===== src/ecbc1_pkg.sv =====
// Summary of operation
// - the control register is read/write at offset 0x20 from the group base.
// - writing bit 7 high runs power-up initialization: all bits to default, coefficients zeroed.
// - bit 6 high disables comfort noise injection, low enables it.
// - bit 5 high selects back-to-back configuration, low the normal one.
// - bit 2 high freezes adaptation but keeps cancelling; low adapts continuously.
// - bit 4 high inserts 12 dB receive attenuation; low leaves gains register in control.
// - bit 3 high bypasses both paths, zeroes coefficients and halts adaptation.
package ecbc1_pkg;
   localparam logic [11:0] ECBC1_CTRL_OFFSET = 12'h020;
   localparam logic [7:0] ECBC1_CTRL_RESET = 8'h02;
   localparam int ECBC1_RESET_BIT = 7;
   localparam int ECBC1_INJ_BIT = 6;
   localparam int ECBC1_B2B_BIT = 5;
   localparam int ECBC1_PAD_BIT = 4;
   localparam int ECBC1_BYP_BIT = 3;
   localparam int ECBC1_ADP_BIT = 2;
   localparam logic [4:0] ECBC1_PAD_DB = 5'h0c;
   typedef struct packed {
      logic noise_injection_disable;
      logic back_to_back_select;
      logic rx_pad_enable;
      logic bypass;
      logic adaptation_freeze;
      logic adapt_enable;
      logic coeff_clear;
   } ecbc1_ctrl_type;
   // adaptation enabled, coefficients held clear while in reset
   localparam ecbc1_ctrl_type ECBC1_CTRL_OUT_RESET = 7'h03;
endpackage


===== src/ecbc1_regs.sv =====
`timescale 1ns/1ps
`default_nettype none
module ecbc1_regs
   import ecbc1_pkg::*;
(
   input wire logic pclk,
   input wire logic presetn,
   input wire logic psel,
   input wire logic penable,
   input wire logic pwrite,
   input wire logic [11:0] paddr,
   input wire logic [31:0] pwdata,
   output logic [31:0] prdata,
   output logic pready,
   output logic pslverr,
   output var ecbc1_ctrl_type ctrl
);
   logic [7:0] ctrl_r;
   logic [7:0] ctrl_nxt;
   logic [31:0] prdata_r;
   logic [31:0] prdata_nxt;
   logic hit;
   logic init_r;
   logic init_nxt;
   ecbc1_ctrl_type ctrl_out_r;
   ecbc1_ctrl_type ctrl_out_nxt;
   logic wr_hit;
   logic rd_setup;

   assign hit = (paddr == ECBC1_CTRL_OFFSET);
   assign pready = 1'b1;
   assign pslverr = psel && penable && !hit;
   assign prdata = prdata_r;
   assign wr_hit = psel && penable && pwrite && hit;
   assign rd_setup = psel && !penable && !pwrite;

   always_comb begin
      ctrl_nxt = ctrl_r;
      init_nxt = 1'b0;
      prdata_nxt = prdata_r;
      if (psel && !penable && !pwrite) begin
         if (hit) begin
            prdata_nxt = {24'h000000, ctrl_r};
         end else begin
            prdata_nxt = 32'h00000000;
         end
      end
      if (psel && penable && pwrite && hit) begin
         if (pwdata[ECBC1_RESET_BIT]) begin
            // self-clearing: initialization restores defaults, bit 7 included
            ctrl_nxt = ECBC1_CTRL_RESET;
            init_nxt = 1'b1;
         end else begin
            ctrl_nxt = pwdata[7:0];
         end
      end
   end

   always_ff @(posedge pclk or negedge presetn) begin
      if (!presetn) begin
         ctrl_r <= ECBC1_CTRL_RESET;
         prdata_r <= 32'h00000000;
         init_r <= 1'b1;
      end else begin
         ctrl_r <= ctrl_nxt;
         prdata_r <= prdata_nxt;
         init_r <= init_nxt;
      end
   end

   // decoded from the next register value so the flopped outputs move with ctrl_r
   always_comb begin
      ctrl_out_nxt.noise_injection_disable = ctrl_nxt[ECBC1_INJ_BIT];
      ctrl_out_nxt.back_to_back_select = ctrl_nxt[ECBC1_B2B_BIT];
      ctrl_out_nxt.rx_pad_enable = ctrl_nxt[ECBC1_PAD_BIT];
      ctrl_out_nxt.bypass = ctrl_nxt[ECBC1_BYP_BIT];
      ctrl_out_nxt.adaptation_freeze = ctrl_nxt[ECBC1_ADP_BIT];
      // bypass also halts adaptation
      ctrl_out_nxt.adapt_enable = !ctrl_nxt[ECBC1_ADP_BIT] && !ctrl_nxt[ECBC1_BYP_BIT];
      ctrl_out_nxt.coeff_clear = init_nxt || ctrl_nxt[ECBC1_BYP_BIT];
   end

   always_ff @(posedge pclk or negedge presetn) begin
      if (!presetn) begin
         ctrl_out_r <= ECBC1_CTRL_OUT_RESET;
      end else begin
         ctrl_out_r <= ctrl_out_nxt;
      end
   end

   assign ctrl = ctrl_out_r;

   AST_WRITE_STORES: assert property (
      @(posedge pclk) disable iff (!presetn)
      wr_hit && !pwdata[ECBC1_RESET_BIT]
      |=>
      ctrl_r == $past(pwdata[7:0])
   ) else $error("write not stored");

   AST_SOFT_RESET: assert property (
      @(posedge pclk) disable iff (!presetn)
      wr_hit && pwdata[ECBC1_RESET_BIT]
      |=>
      ctrl_r == ECBC1_CTRL_RESET && ctrl.coeff_clear
   ) else $error("soft reset failed");

   AST_INJ: assert property (
      @(posedge pclk) disable iff (!presetn)
      1'b1
      |->
      ctrl.noise_injection_disable == ctrl_r[ECBC1_INJ_BIT]
   ) else $error("injection bit mismatch");

   AST_B2B: assert property (
      @(posedge pclk) disable iff (!presetn)
      1'b1
      |->
      ctrl.back_to_back_select == ctrl_r[ECBC1_B2B_BIT]
   ) else $error("back-to-back mismatch");

   AST_FREEZE: assert property (
      @(posedge pclk) disable iff (!presetn)
      ctrl_r[ECBC1_ADP_BIT]
      |->
      !ctrl.adapt_enable
   ) else $error("adapting while frozen");

   AST_PAD: assert property (
      @(posedge pclk) disable iff (!presetn)
      1'b1
      |->
      ctrl.rx_pad_enable == ctrl_r[ECBC1_PAD_BIT]
   ) else $error("pad mismatch");

   AST_BYPASS: assert property (
      @(posedge pclk) disable iff (!presetn)
      ctrl.bypass
      |->
      ctrl.coeff_clear && !ctrl.adapt_enable
   ) else $error("bypass bad");

   AST_READ: assert property (
      @(posedge pclk) disable iff (!presetn)
      rd_setup && hit
      |=>
      prdata == {24'h000000, $past(ctrl_r)}
   ) else $error("read data wrong");

   AST_INIT_ONLY_ON_RESET: assert property (
      @(posedge pclk) disable iff (!presetn)
      !(wr_hit && pwdata[ECBC1_RESET_BIT])
      |=>
      !init_r
   ) else $error("coefficient clear without reset write");

   AST_RESET_BIT_CLEAR: assert property (
      @(posedge pclk) disable iff (!presetn)
      1'b1
      |->
      !ctrl_r[ECBC1_RESET_BIT]
   ) else $error("reset bit stored");

   AST_SOFT_RESET_FIELDS: assert property (
      @(posedge pclk) disable iff (!presetn)
      wr_hit && pwdata[ECBC1_RESET_BIT]
      |=>
      ctrl.adapt_enable && !ctrl.bypass && !ctrl.rx_pad_enable && !ctrl.back_to_back_select
   ) else $error("fields not defaulted by reset write");

   AST_HOLD_NO_WRITE: assert property (
      @(posedge pclk) disable iff (!presetn)
      !wr_hit
      |=>
      $stable(ctrl_r)
   ) else $error("register changed without write");

   AST_UNMAPPED_WRITE_IGNORED: assert property (
      @(posedge pclk) disable iff (!presetn)
      psel && penable && pwrite && !hit
      |=>
      $stable(ctrl_r)
   ) else $error("unmapped write changed register");

   AST_READ_NO_SIDE_EFFECT: assert property (
      @(posedge pclk) disable iff (!presetn)
      psel && !pwrite
      |=>
      $stable(ctrl_r)
   ) else $error("read changed register");

   AST_UNMAPPED_ERR: assert property (
      @(posedge pclk) disable iff (!presetn)
      psel && penable && !hit
      |->
      pslverr
   ) else $error("unmapped access without error");

   AST_MAPPED_OK: assert property (
      @(posedge pclk) disable iff (!presetn)
      psel && penable && hit
      |->
      !pslverr
   ) else $error("error on mapped access");

   AST_READY: assert property (
      @(posedge pclk) disable iff (!presetn)
      psel && penable
      |->
      pready
   ) else $error("access not completed");

   AST_UNMAPPED_READ_ZERO: assert property (
      @(posedge pclk) disable iff (!presetn)
      rd_setup && !hit
      |=>
      prdata == 32'h00000000
   ) else $error("unmapped read not zero");

   AST_PRDATA_HOLD: assert property (
      @(posedge pclk) disable iff (!presetn)
      !rd_setup
      |=>
      $stable(prdata)
   ) else $error("read data moved outside setup");

   AST_PRDATA_UPPER_ZERO: assert property (
      @(posedge pclk) disable iff (!presetn)
      1'b1
      |->
      prdata[31:8] == 24'h000000
   ) else $error("upper read data not zero");

   AST_ADAPT_ON: assert property (
      @(posedge pclk) disable iff (!presetn)
      !ctrl_r[ECBC1_ADP_BIT] && !ctrl_r[ECBC1_BYP_BIT]
      |->
      ctrl.adapt_enable
   ) else $error("not adapting while enabled");

   AST_FREEZE_FLAG: assert property (
      @(posedge pclk) disable iff (!presetn)
      1'b1
      |->
      ctrl.adaptation_freeze == ctrl_r[ECBC1_ADP_BIT]
   ) else $error("freeze flag mismatch");

   AST_FREEZE_WRITE: assert property (
      @(posedge pclk) disable iff (!presetn)
      wr_hit && !pwdata[ECBC1_RESET_BIT] && pwdata[ECBC1_ADP_BIT]
      |=>
      ctrl.adaptation_freeze && !ctrl.adapt_enable
   ) else $error("freeze write not applied");

   AST_NO_BYP_NO_CLEAR: assert property (
      @(posedge pclk) disable iff (!presetn)
      !ctrl_r[ECBC1_BYP_BIT] && !init_r
      |->
      !ctrl.coeff_clear
   ) else $error("coefficients cleared without cause");

   AST_BYPASS_FLAG: assert property (
      @(posedge pclk) disable iff (!presetn)
      1'b1
      |->
      ctrl.bypass == ctrl_r[ECBC1_BYP_BIT]
   ) else $error("bypass flag mismatch");

   AST_BYPASS_WRITE: assert property (
      @(posedge pclk) disable iff (!presetn)
      wr_hit && !pwdata[ECBC1_RESET_BIT] && pwdata[ECBC1_BYP_BIT]
      |=>
      ctrl.bypass && ctrl.coeff_clear && !ctrl.adapt_enable
   ) else $error("bypass write not applied");

   AST_WRITE_FIELDS: assert property (
      @(posedge pclk) disable iff (!presetn)
      wr_hit && !pwdata[ECBC1_RESET_BIT]
      |=>
      ctrl.noise_injection_disable == $past(pwdata[ECBC1_INJ_BIT])
      && ctrl.back_to_back_select == $past(pwdata[ECBC1_B2B_BIT])
   ) else $error("field write not applied");

   AST_PAD_WRITE: assert property (
      @(posedge pclk) disable iff (!presetn)
      wr_hit && !pwdata[ECBC1_RESET_BIT]
      |=>
      ctrl.rx_pad_enable == $past(pwdata[ECBC1_PAD_BIT])
   ) else $error("pad write not applied");

   COV_WRITE: cover property (
      @(posedge pclk) disable iff (!presetn)
      wr_hit
   );

   COV_SRST: cover property (
      @(posedge pclk) disable iff (!presetn)
      wr_hit && pwdata[ECBC1_RESET_BIT]
   );

   COV_BYP: cover property (
      @(posedge pclk) disable iff (!presetn)
      ctrl.bypass
   );

   COV_FREEZE: cover property (
      @(posedge pclk) disable iff (!presetn)
      ctrl.adaptation_freeze && !ctrl.bypass
   );

   COV_UNMAPPED: cover property (
      @(posedge pclk) disable iff (!presetn)
      psel && penable && !hit
   );
endmodule // ecbc1_regs
`default_nettype wire


===== config.mk =====
export PLATFORM = sky130hd
export DESIGN_NAME = ecbc1_regs
export DESIGN_NICKNAME = d
export VERILOG_FILES = /design/src/ecbc1_pkg.sv /design/src/ecbc1_regs.sv
export SDC_FILE = /design/constraint.sdc
export NUM_CORES = 1
export LEC_CHECK = 0
export ABC_AREA = 0
export BUFFER_PORTS_ARGS = -buffer_cell sky130_fd_sc_hd__buf_2
export CORE_AREA = 2 2 53 55
export CTS_BUF_LIST = sky130_fd_sc_hd__clkbuf_8
export DETAILED_ROUTE_END_ITERATION = 10
export DIE_AREA = 0 0 55 57
export GPL_ROUTABILITY_DRIVEN = 0
export PLACE_DENSITY = 0.95
export SLEW_MARGIN = 20
export SYNTH_ARGS = -nofsm -noshare
export SYNTH_HDL_FRONTEND = slang
export SYNTH_SLANG_ARGS = --single-unit

===== constraint.sdc =====
create_clock -name pclk -period 2 [get_ports pclk]
set_input_delay 0.1 -clock pclk [delete_from_list [all_inputs] [get_ports pclk]]
set_output_delay 0.1 -clock pclk [all_outputs]
set_load 0.02 [all_outputs]

==> summary.md, run 1 <==
| Metric | Value |
|---|---|
| Routed WL | `1607 µm` |
| Type of the setup path with the least slack | `in2out` |
| Placed Area | `1111 µm²` |
| Via density per instance | `4.066` |
| Source-to-sink clock delay at the later pin of the worst-skew pair | `240 ps` |
| Ant. Diodes | `0` |
| Gate Count Post-Synth | `99` |
| Via Count | `675` |
| Power density over the cells | `596.4 nW/µm²` |
| Headroom to the max-slew limit | `63.26%` |
| Vias in the first global route | `566` |
| Input/output buffers | `39` |
| # setup viols final | `0` |
| CP delay by family, top | `simple AND/OR/NAND/NOR gates` |
| Combinational share of power | `14.7%` |
| WP data required | `1900 ps` |
| Maximum clock skew at final layout | `2.537 ps` |
| Leakage Power | `0.6666 nW` |
| # DRC | `0` |
| Clock Path Buffers | `2` |
| Buf/Inv on CP | `2` |
| First-pass GRT wire length | `2497 µm` |
| Arrival time at the worst endpoint | `1240 ps` |
| Number of filler instances in the final layout | `257` |
| IR Drop Worst-Case VDD | `0.3054 mV` |
| Startpoint type of the worst setup path | `input pin` |
| # nets final | `185` |
| Crit path top cell by count | `buf_2` |
| Post-route setup TNS | `0 ps` |
| Post-route antenna net violation count | `0` |
| Global route total overflow | `0` |
| Worst hold-check path type | `in2reg` |
| Cell breakdown of the critical path | `buf_2 > nor4_4 > nand3_1 > and3_1 > buf_2` |
| WL/cell | `9.681 µm` |
| Most used standard cells in the synthesized netlist | `buf_4, dfrtp_1, nand2_1` |
| Max Clk Rate | `744.7 MHz` |
| Summed area of non-filler cells in the final layout | `1176 µm²` |
| Switch share | `24.79%` |
| Clock period minus final worst setup slack | `1343 ps` |
| Fraction of post-synthesis cell area in the top cell type by area | `31.78%` |
| Area added between synthesis and finish | `14.91%` |
| Number of library cell types mapped by synthesis | `23` |
| Number of violations reported at the end of detailed-routing iteration 0 | `2` |
| Sum of net half-perimeters after detailed placement | `1348 µm` |
| Die span in x | `55 µm` |
| Count of warnings emitted by yosys | `0` |
| Switching Power | `0.0001739 W` |
| Final count of pins violating max slew | `0` |
| Period utilisation layout | `67.14%` |
| Standard cell with the maximum stage delay on the critical path | `nor4_4` |
| Post-CTS setup-driven buffer insertion count | `0` |
| Number of flops mapped to enable cells by yosys | `0` |
| Flop2flop setup slack | `1130 ps` |
| Largest area contributor in the netlist | `dfrtp_1` |
| Fraction of power consumed by the clock network | `39.0%` |
| Sequential cell area fraction in the yosys report | `39.49%` |
| Cell with the most instances after synthesis | `buf_4` |
| Number of H-tree branching levels | `1` |
| Number of clock buffers inserted by TritonCTS | `3` |
| Worst reg2reg path endpoint | `prdata[1]` |
| Die Span Y | `57 µm` |
| Fraction of final layout cells with drive strength greater than 1 | `42.22%` |
| Crit Reg-Reg Startpoint | `ctrl_r[1]` |
| Max Cap Viol | `0` |
| Actual slew at the worst max-slew pin | `549.9 ps` |
| CTS Root Buffer Type | `clkbuf_8` |
| Post-layout total power | `0.0007015 W` |
| Number of placement rows | `19` |
| Power Internal | `0.0005276 W` |
| Critical Path End Type | `output pin` |
| Hold_sp | `pwdata[1]` |
| Outcome | `finished clean` |
| Biggest cell delay along the critical path | `340 ps` |
| Clock transition time at the flip-flop clock pins of the worst setup and hold paths | `60 ps` |
| Placeable core region | `2615 µm²` |
| CTS sink cnt | `16` |
| Largest cells by area after synthesis | `dfrtp_1, buf_4, dfstp_2, mux2_2, nand2_1` |
| Antenna violations before repair | `0` |
| Pre-antenna DRT Iters | `2` |
| CTS tree | `yes` |
| Global-route usage over all layers | `10.78%` |
| Largest net degree at the start of global routing | `17` |
| Setup repair after global routing missed its margin | `no` |
| Initial core utilization | `39.14%` |
| Worst Hold End | `ctrl_r[1]` |
| Asr flop ratio synth | `100.0%` |
| Average footprint of a synthesized cell | `10.34 µm²` |
| Final-report hold violation count | `0` |
| Area of the die | `3135 µm²` |
| Hold Path Stages | `3` |
| Maximum net fanout on the critical path | `8` |
| Final standard cell count with taps included and fillers excluded | `166` |
| Number of cells on the worst reg-to-reg path | `2` |
| I/O pin count | `90` |
| Cell Area, Synth | `1023 µm²` |
| Flop and latch count out of synthesis | `16` |
| Cell count after placement | `161` |
| Sequential Power Share | `46.3%` |
| Ys flop type | `dfrtp_1` |
## through the flow
stage               util, %  setup WS, ps  hold WS (ps)
floorplan                 -         896.0        -195.6
global placement      42.49         681.1         13.93
detailed placement    42.49         642.2         17.30
CTS                   44.98         642.2         130.2
global route          44.98         569.0         148.4
finish                44.98         657.2         121.0
## cell usage in the layout (no fill, tap or decap), types with 3 or more instances in the layout
cell / Yosys / layout
clkbuf_8: 0 / 4
o21ai_0: 5 / 5
mux2i_1: 3 / 3
nor2b_1: 5 / 5
dfstp_2: 3 / 3
nor2_1: 3 / 3
buf_2: 0 / 39
conb_1: 2 / 26
nand2_1: 12 / 12
mux2_2: 4 / 4
dfrtp_1: 13 / 13
## sequential cells by signal (all words and copies together), names as in the netlist
name    flops
ctrl        2
ctrl_r      7
prdata      7
## worst reg2reg max path, delay by kind of cell, from the launching register on
| kind | cells | cell delay, ps |
|---|---|---|
| buffers and inverters | 1 | 40 |
| AOI/OAI and AO/OA | 1 | 220 |
| DFF | 1 | 510 |
## how the worst max path moves through the flow
stage	slack [ps]	from	depth (start not counted)	to
finish	660	paddr[3]	5	pslverr
global route	570	paddr[3]	5	pslverr
CTS	640	paddr[3]	5	pslverr
detailed placement	640	paddr[3]	5	pslverr
global placement	680	paddr[11]	5	pslverr
floorplan	900	paddr[3]	3	ctrl_r[2]
## layout make-up
class | instances | area, µm² | share of cell area [%]
Clock buffer | 4 | 55.05 | 4.681
Inverter | 2 | 7.507 | 0.6383
Multi-Input combinational cell | 73 | 465.4 | 39.57
Sequential cell | 16 | 404.1 | 34.36
Tap cell | 31 | 38.79 | 3.298
Timing Repair Buffer | 40 | 205.2 | 17.45
## power by group through the flow
stage                     Sequential, W  Combinational (W)  Clock (W)
after floorplan                0.000330           0.000100          0
after global placement         0.000330           0.000101          0
after detailed placement       0.000330           0.000103          0
after CTS                      0.000324           0.000104   0.000274
after global routing           0.000324           0.000115   0.000295
final                          0.000324           0.000103   0.000274
## routing by layer
layer	global-route usage (%)	share of wire [%]	vias to the layer above
met5	0	0	-
met4	5.226	1.7	0
met3	0	6.2	2
met2	18.37	55	27
met1	13.87	37	306
li1	-	-	340
## timing repair
item,4_1_cts,5_1_grt
hold endpoints to repair,13,0
hold buffers,1,0
gates resized for setup,0,0
## cell families after synthesis
group,after synthesis,share of synthesized area [%]
AOI/OAI and AO/OA,8,4.645
muxes,9,10.27
DFF,16,39.49
other,2,0.7338
buffers and inverters,34,23.84
and+or+nand+nor,30,21.03
(Power assumes the default switching activity.)
==> run 2: changes to the inputs <==
--- a/config.mk
+++ b/config.mk
@@ -7,12 +7,12 @@
 export LEC_CHECK = 0
 export ABC_AREA = 0
 export BUFFER_PORTS_ARGS = -buffer_cell sky130_fd_sc_hd__buf_2
-export CORE_AREA = 2 2 53 55
+export CORE_AREA = 2 2 55 57
 export CTS_BUF_LIST = sky130_fd_sc_hd__clkbuf_8
 export DETAILED_ROUTE_END_ITERATION = 10
-export DIE_AREA = 0 0 55 57
+export DIE_AREA = 0 0 57 59
 export GPL_ROUTABILITY_DRIVEN = 0
-export PLACE_DENSITY = 0.95
+export PLACE_DENSITY = 0.89
 export SLEW_MARGIN = 20
 export SYNTH_ARGS = -nofsm -noshare
 export SYNTH_HDL_FRONTEND = slang
==> constraint.sdc (replaced) <==
create_clock -name pclk -period 1.4 [get_ports pclk]
set_input_delay 0.07 -clock pclk [delete_from_list [all_inputs] [get_ports pclk]]
set_output_delay 0.07 -clock pclk [all_outputs]
set_load 0.02 [all_outputs]
==> run 2 against run 1 <==
  * Die area increased by 7.3%
  * Final cell count rose by 0.60%
  * Clock skew decreased by 1.5 ps
  * Global-route usage decreased by 0.91 points
  * First-iteration DRC count rose to 3.5 times the previous value
  * Worst setup slack got worse by 360 ps
  * Final area rose by 0.64%
  * Non-clock buffer count grew 1
  * Largest cell class unchanged
==> summary.md, run 2 (same netlist as run 1, synthesis figures left out) <==
| Metric | Value |
|---|---|
| Number of resized instances in the post-cts repair step | `0` |
| Fraction of final layout cells with drive strength greater than 1 | `42.65%` |
| Final-report hold violation count | `0` |
| CTS sink cnt | `16` |
| # DRC | `0` |
| Max Cap Viol | `0` |
| Headroom to the max-slew limit | `63.26%` |
| Type of the setup path with the least slack | `in2out` |
| Top library cells by usage in the layout, fill and taps aside | `buf_2, conb_1, dfrtp_1, nand2_1` |
| CTS tree | `yes` |
| Antenna violations before repair | `0` |
| Maximum clock skew at final layout | `1.011 ps` |
| Clock Path Buffers | `2` |
| Summed area of non-filler cells in the final layout | `1184 µm²` |
| Post-route setup TNS | `0 ps` |
| Leakage Power | `0.6708 nW` |
| Global-route usage over all layers | `9.865%` |
| Routed WL | `1665 µm` |
| Maximum net fanout on the critical path | `2` |
| Final count of pins violating max slew | `0` |
| Number of violations reported at the end of detailed-routing iteration 0 | `7` |
| Die span in x | `57 µm` |
| Max Clk Rate | `910.4 MHz` |
| IR Drop Worst-Case VDD | `0.3371 mV` |
| Startpoint type of the worst setup path | `input pin` |
| I/O pin count | `90` |
| Worst hold-check path type | `in2reg` |
| Vias in the first global route | `620` |
| Hold slack | `80.22 ps` |
| Flop2flop setup slack | `500 ps` |
| Commonest non-fill, non-tap cell in the layout | `buf_2` |
| Critical Path End Type | `output pin` |
| Ant. Diodes | `0` |
| Number of clock buffers inserted by TritonCTS | `3` |
| WL/cell | `9.970 µm` |
| Setup repair after global routing missed its margin | `no` |
| Sum of net half-perimeters after detailed placement | `1407 µm` |
| Die Span Y | `59 µm` |
| Post-route antenna net violation count | `0` |
| Number of H-tree branching levels | `1` |
| Number of placement rows | `19` |
| Via density per instance | `4.156` |
| Clock period minus final worst setup slack | `1098 ps` |
| WP data required | `1330 ps` |
| Actual slew at the worst max-slew pin | `550.0 ps` |
| Period utilisation layout | `78.46%` |
| Input/output buffers | `39` |
| Power density over the cells | `852.1 nW/µm²` |
| CTS Root Buffer Type | `clkbuf_8` |
| First-pass GRT wire length | `2566 µm` |
| Outcome | `finished clean` |
| Area of the die | `3363 µm²` |
| # nets final | `186` |
| Clock transition time at the flip-flop clock pins of the worst setup and hold paths | `60 ps` |
| Post-CTS setup-driven buffer insertion count | `0` |
| Largest net degree at the start of global routing | `17` |
| Global route total overflow | `0` |
| # setup viols final | `0` |
| Area added between synthesis and finish | `15.65%` |
| # hold bufs at CTS | `1` |
| Source-to-sink clock delay at the later pin of the worst-skew pair | `250 ps` |
| Placed Area | `1119 µm²` |
| Initial core utilization | `37.77%` |
| Via Count | `694` |
| Arrival time at the worst endpoint | `1030 ps` |
| Pre-antenna DRT Iters | `3` |
| Finished Core Util | `43.68%` |
| Placeable core region | `2710 µm²` |
[run 2: cell types whose count changed in the layout (fill, tap and decap cells not counted)]
cell and change:
buf_4 +1
[run 2: through the flow]
step / total power, W / setup WS, ps / std cells
floorplan: 0.0006152 / 326.0 / 123
global placement: 0.0006155 / 151.4 / 162
detailed placement: 0.0006178 / 134.3 / 162
finish: 0.001009 / 301.6 / 167
global route: 0.001049 / 233.1 / 167
CTS: 0.001017 / 310.0 / 167
[run 2: path summary, 6_finish.rpt]
kind / depth (start not counted) / to / start
worst max-delay path: 5 / pslverr / paddr[11]
worst min-delay path: 3 / ctrl_r[1] / pwdata[1]
worst max register to register: 2 / prdata[1] / ctrl_r[1]
worst min register to register: 2 / prdata[3] / prdata[3]
max in group asynchronous: 2 / ctrl_r[1] / presetn
min in group asynchronous: 2 / ctrl_r[3] / presetn
[run 2: final cells by class]
class / instances / area [µm²]
multi-input combinational: 73 / 465.4
sequential: 16 / 404.1
tap: 31 / 38.79
timing repair buffer: 41 / 212.7
clock buffer: 4 / 55.05
fill: 273 / 1526
inverter: 2 / 7.507
[run 2: metal layers]
layer	vias to the layer above	part of all wire (%)	GRT usage, %
met5	-	0	0
met4	0	2.4	7.309
met3	5	7.3	2.402
met2	32	51	14.45
met1	316	39	12.67
li1	341	-	-
[run 2: where the power goes]
part / leakage, nW / switching [W] / internal (W)
logic: 0.434 / 0.000107 / 0.0000419
clock network: 0.0288 / 0.000147 / 0.000249
registers: 0.208 / 0.000000136 / 0.000463
[run 2: worst max-delay path, cell delays in order]
cell and delay (ps):
buf_2 110, nor4_4 340, nand3_1 140, and3_1 210, buf_2 150
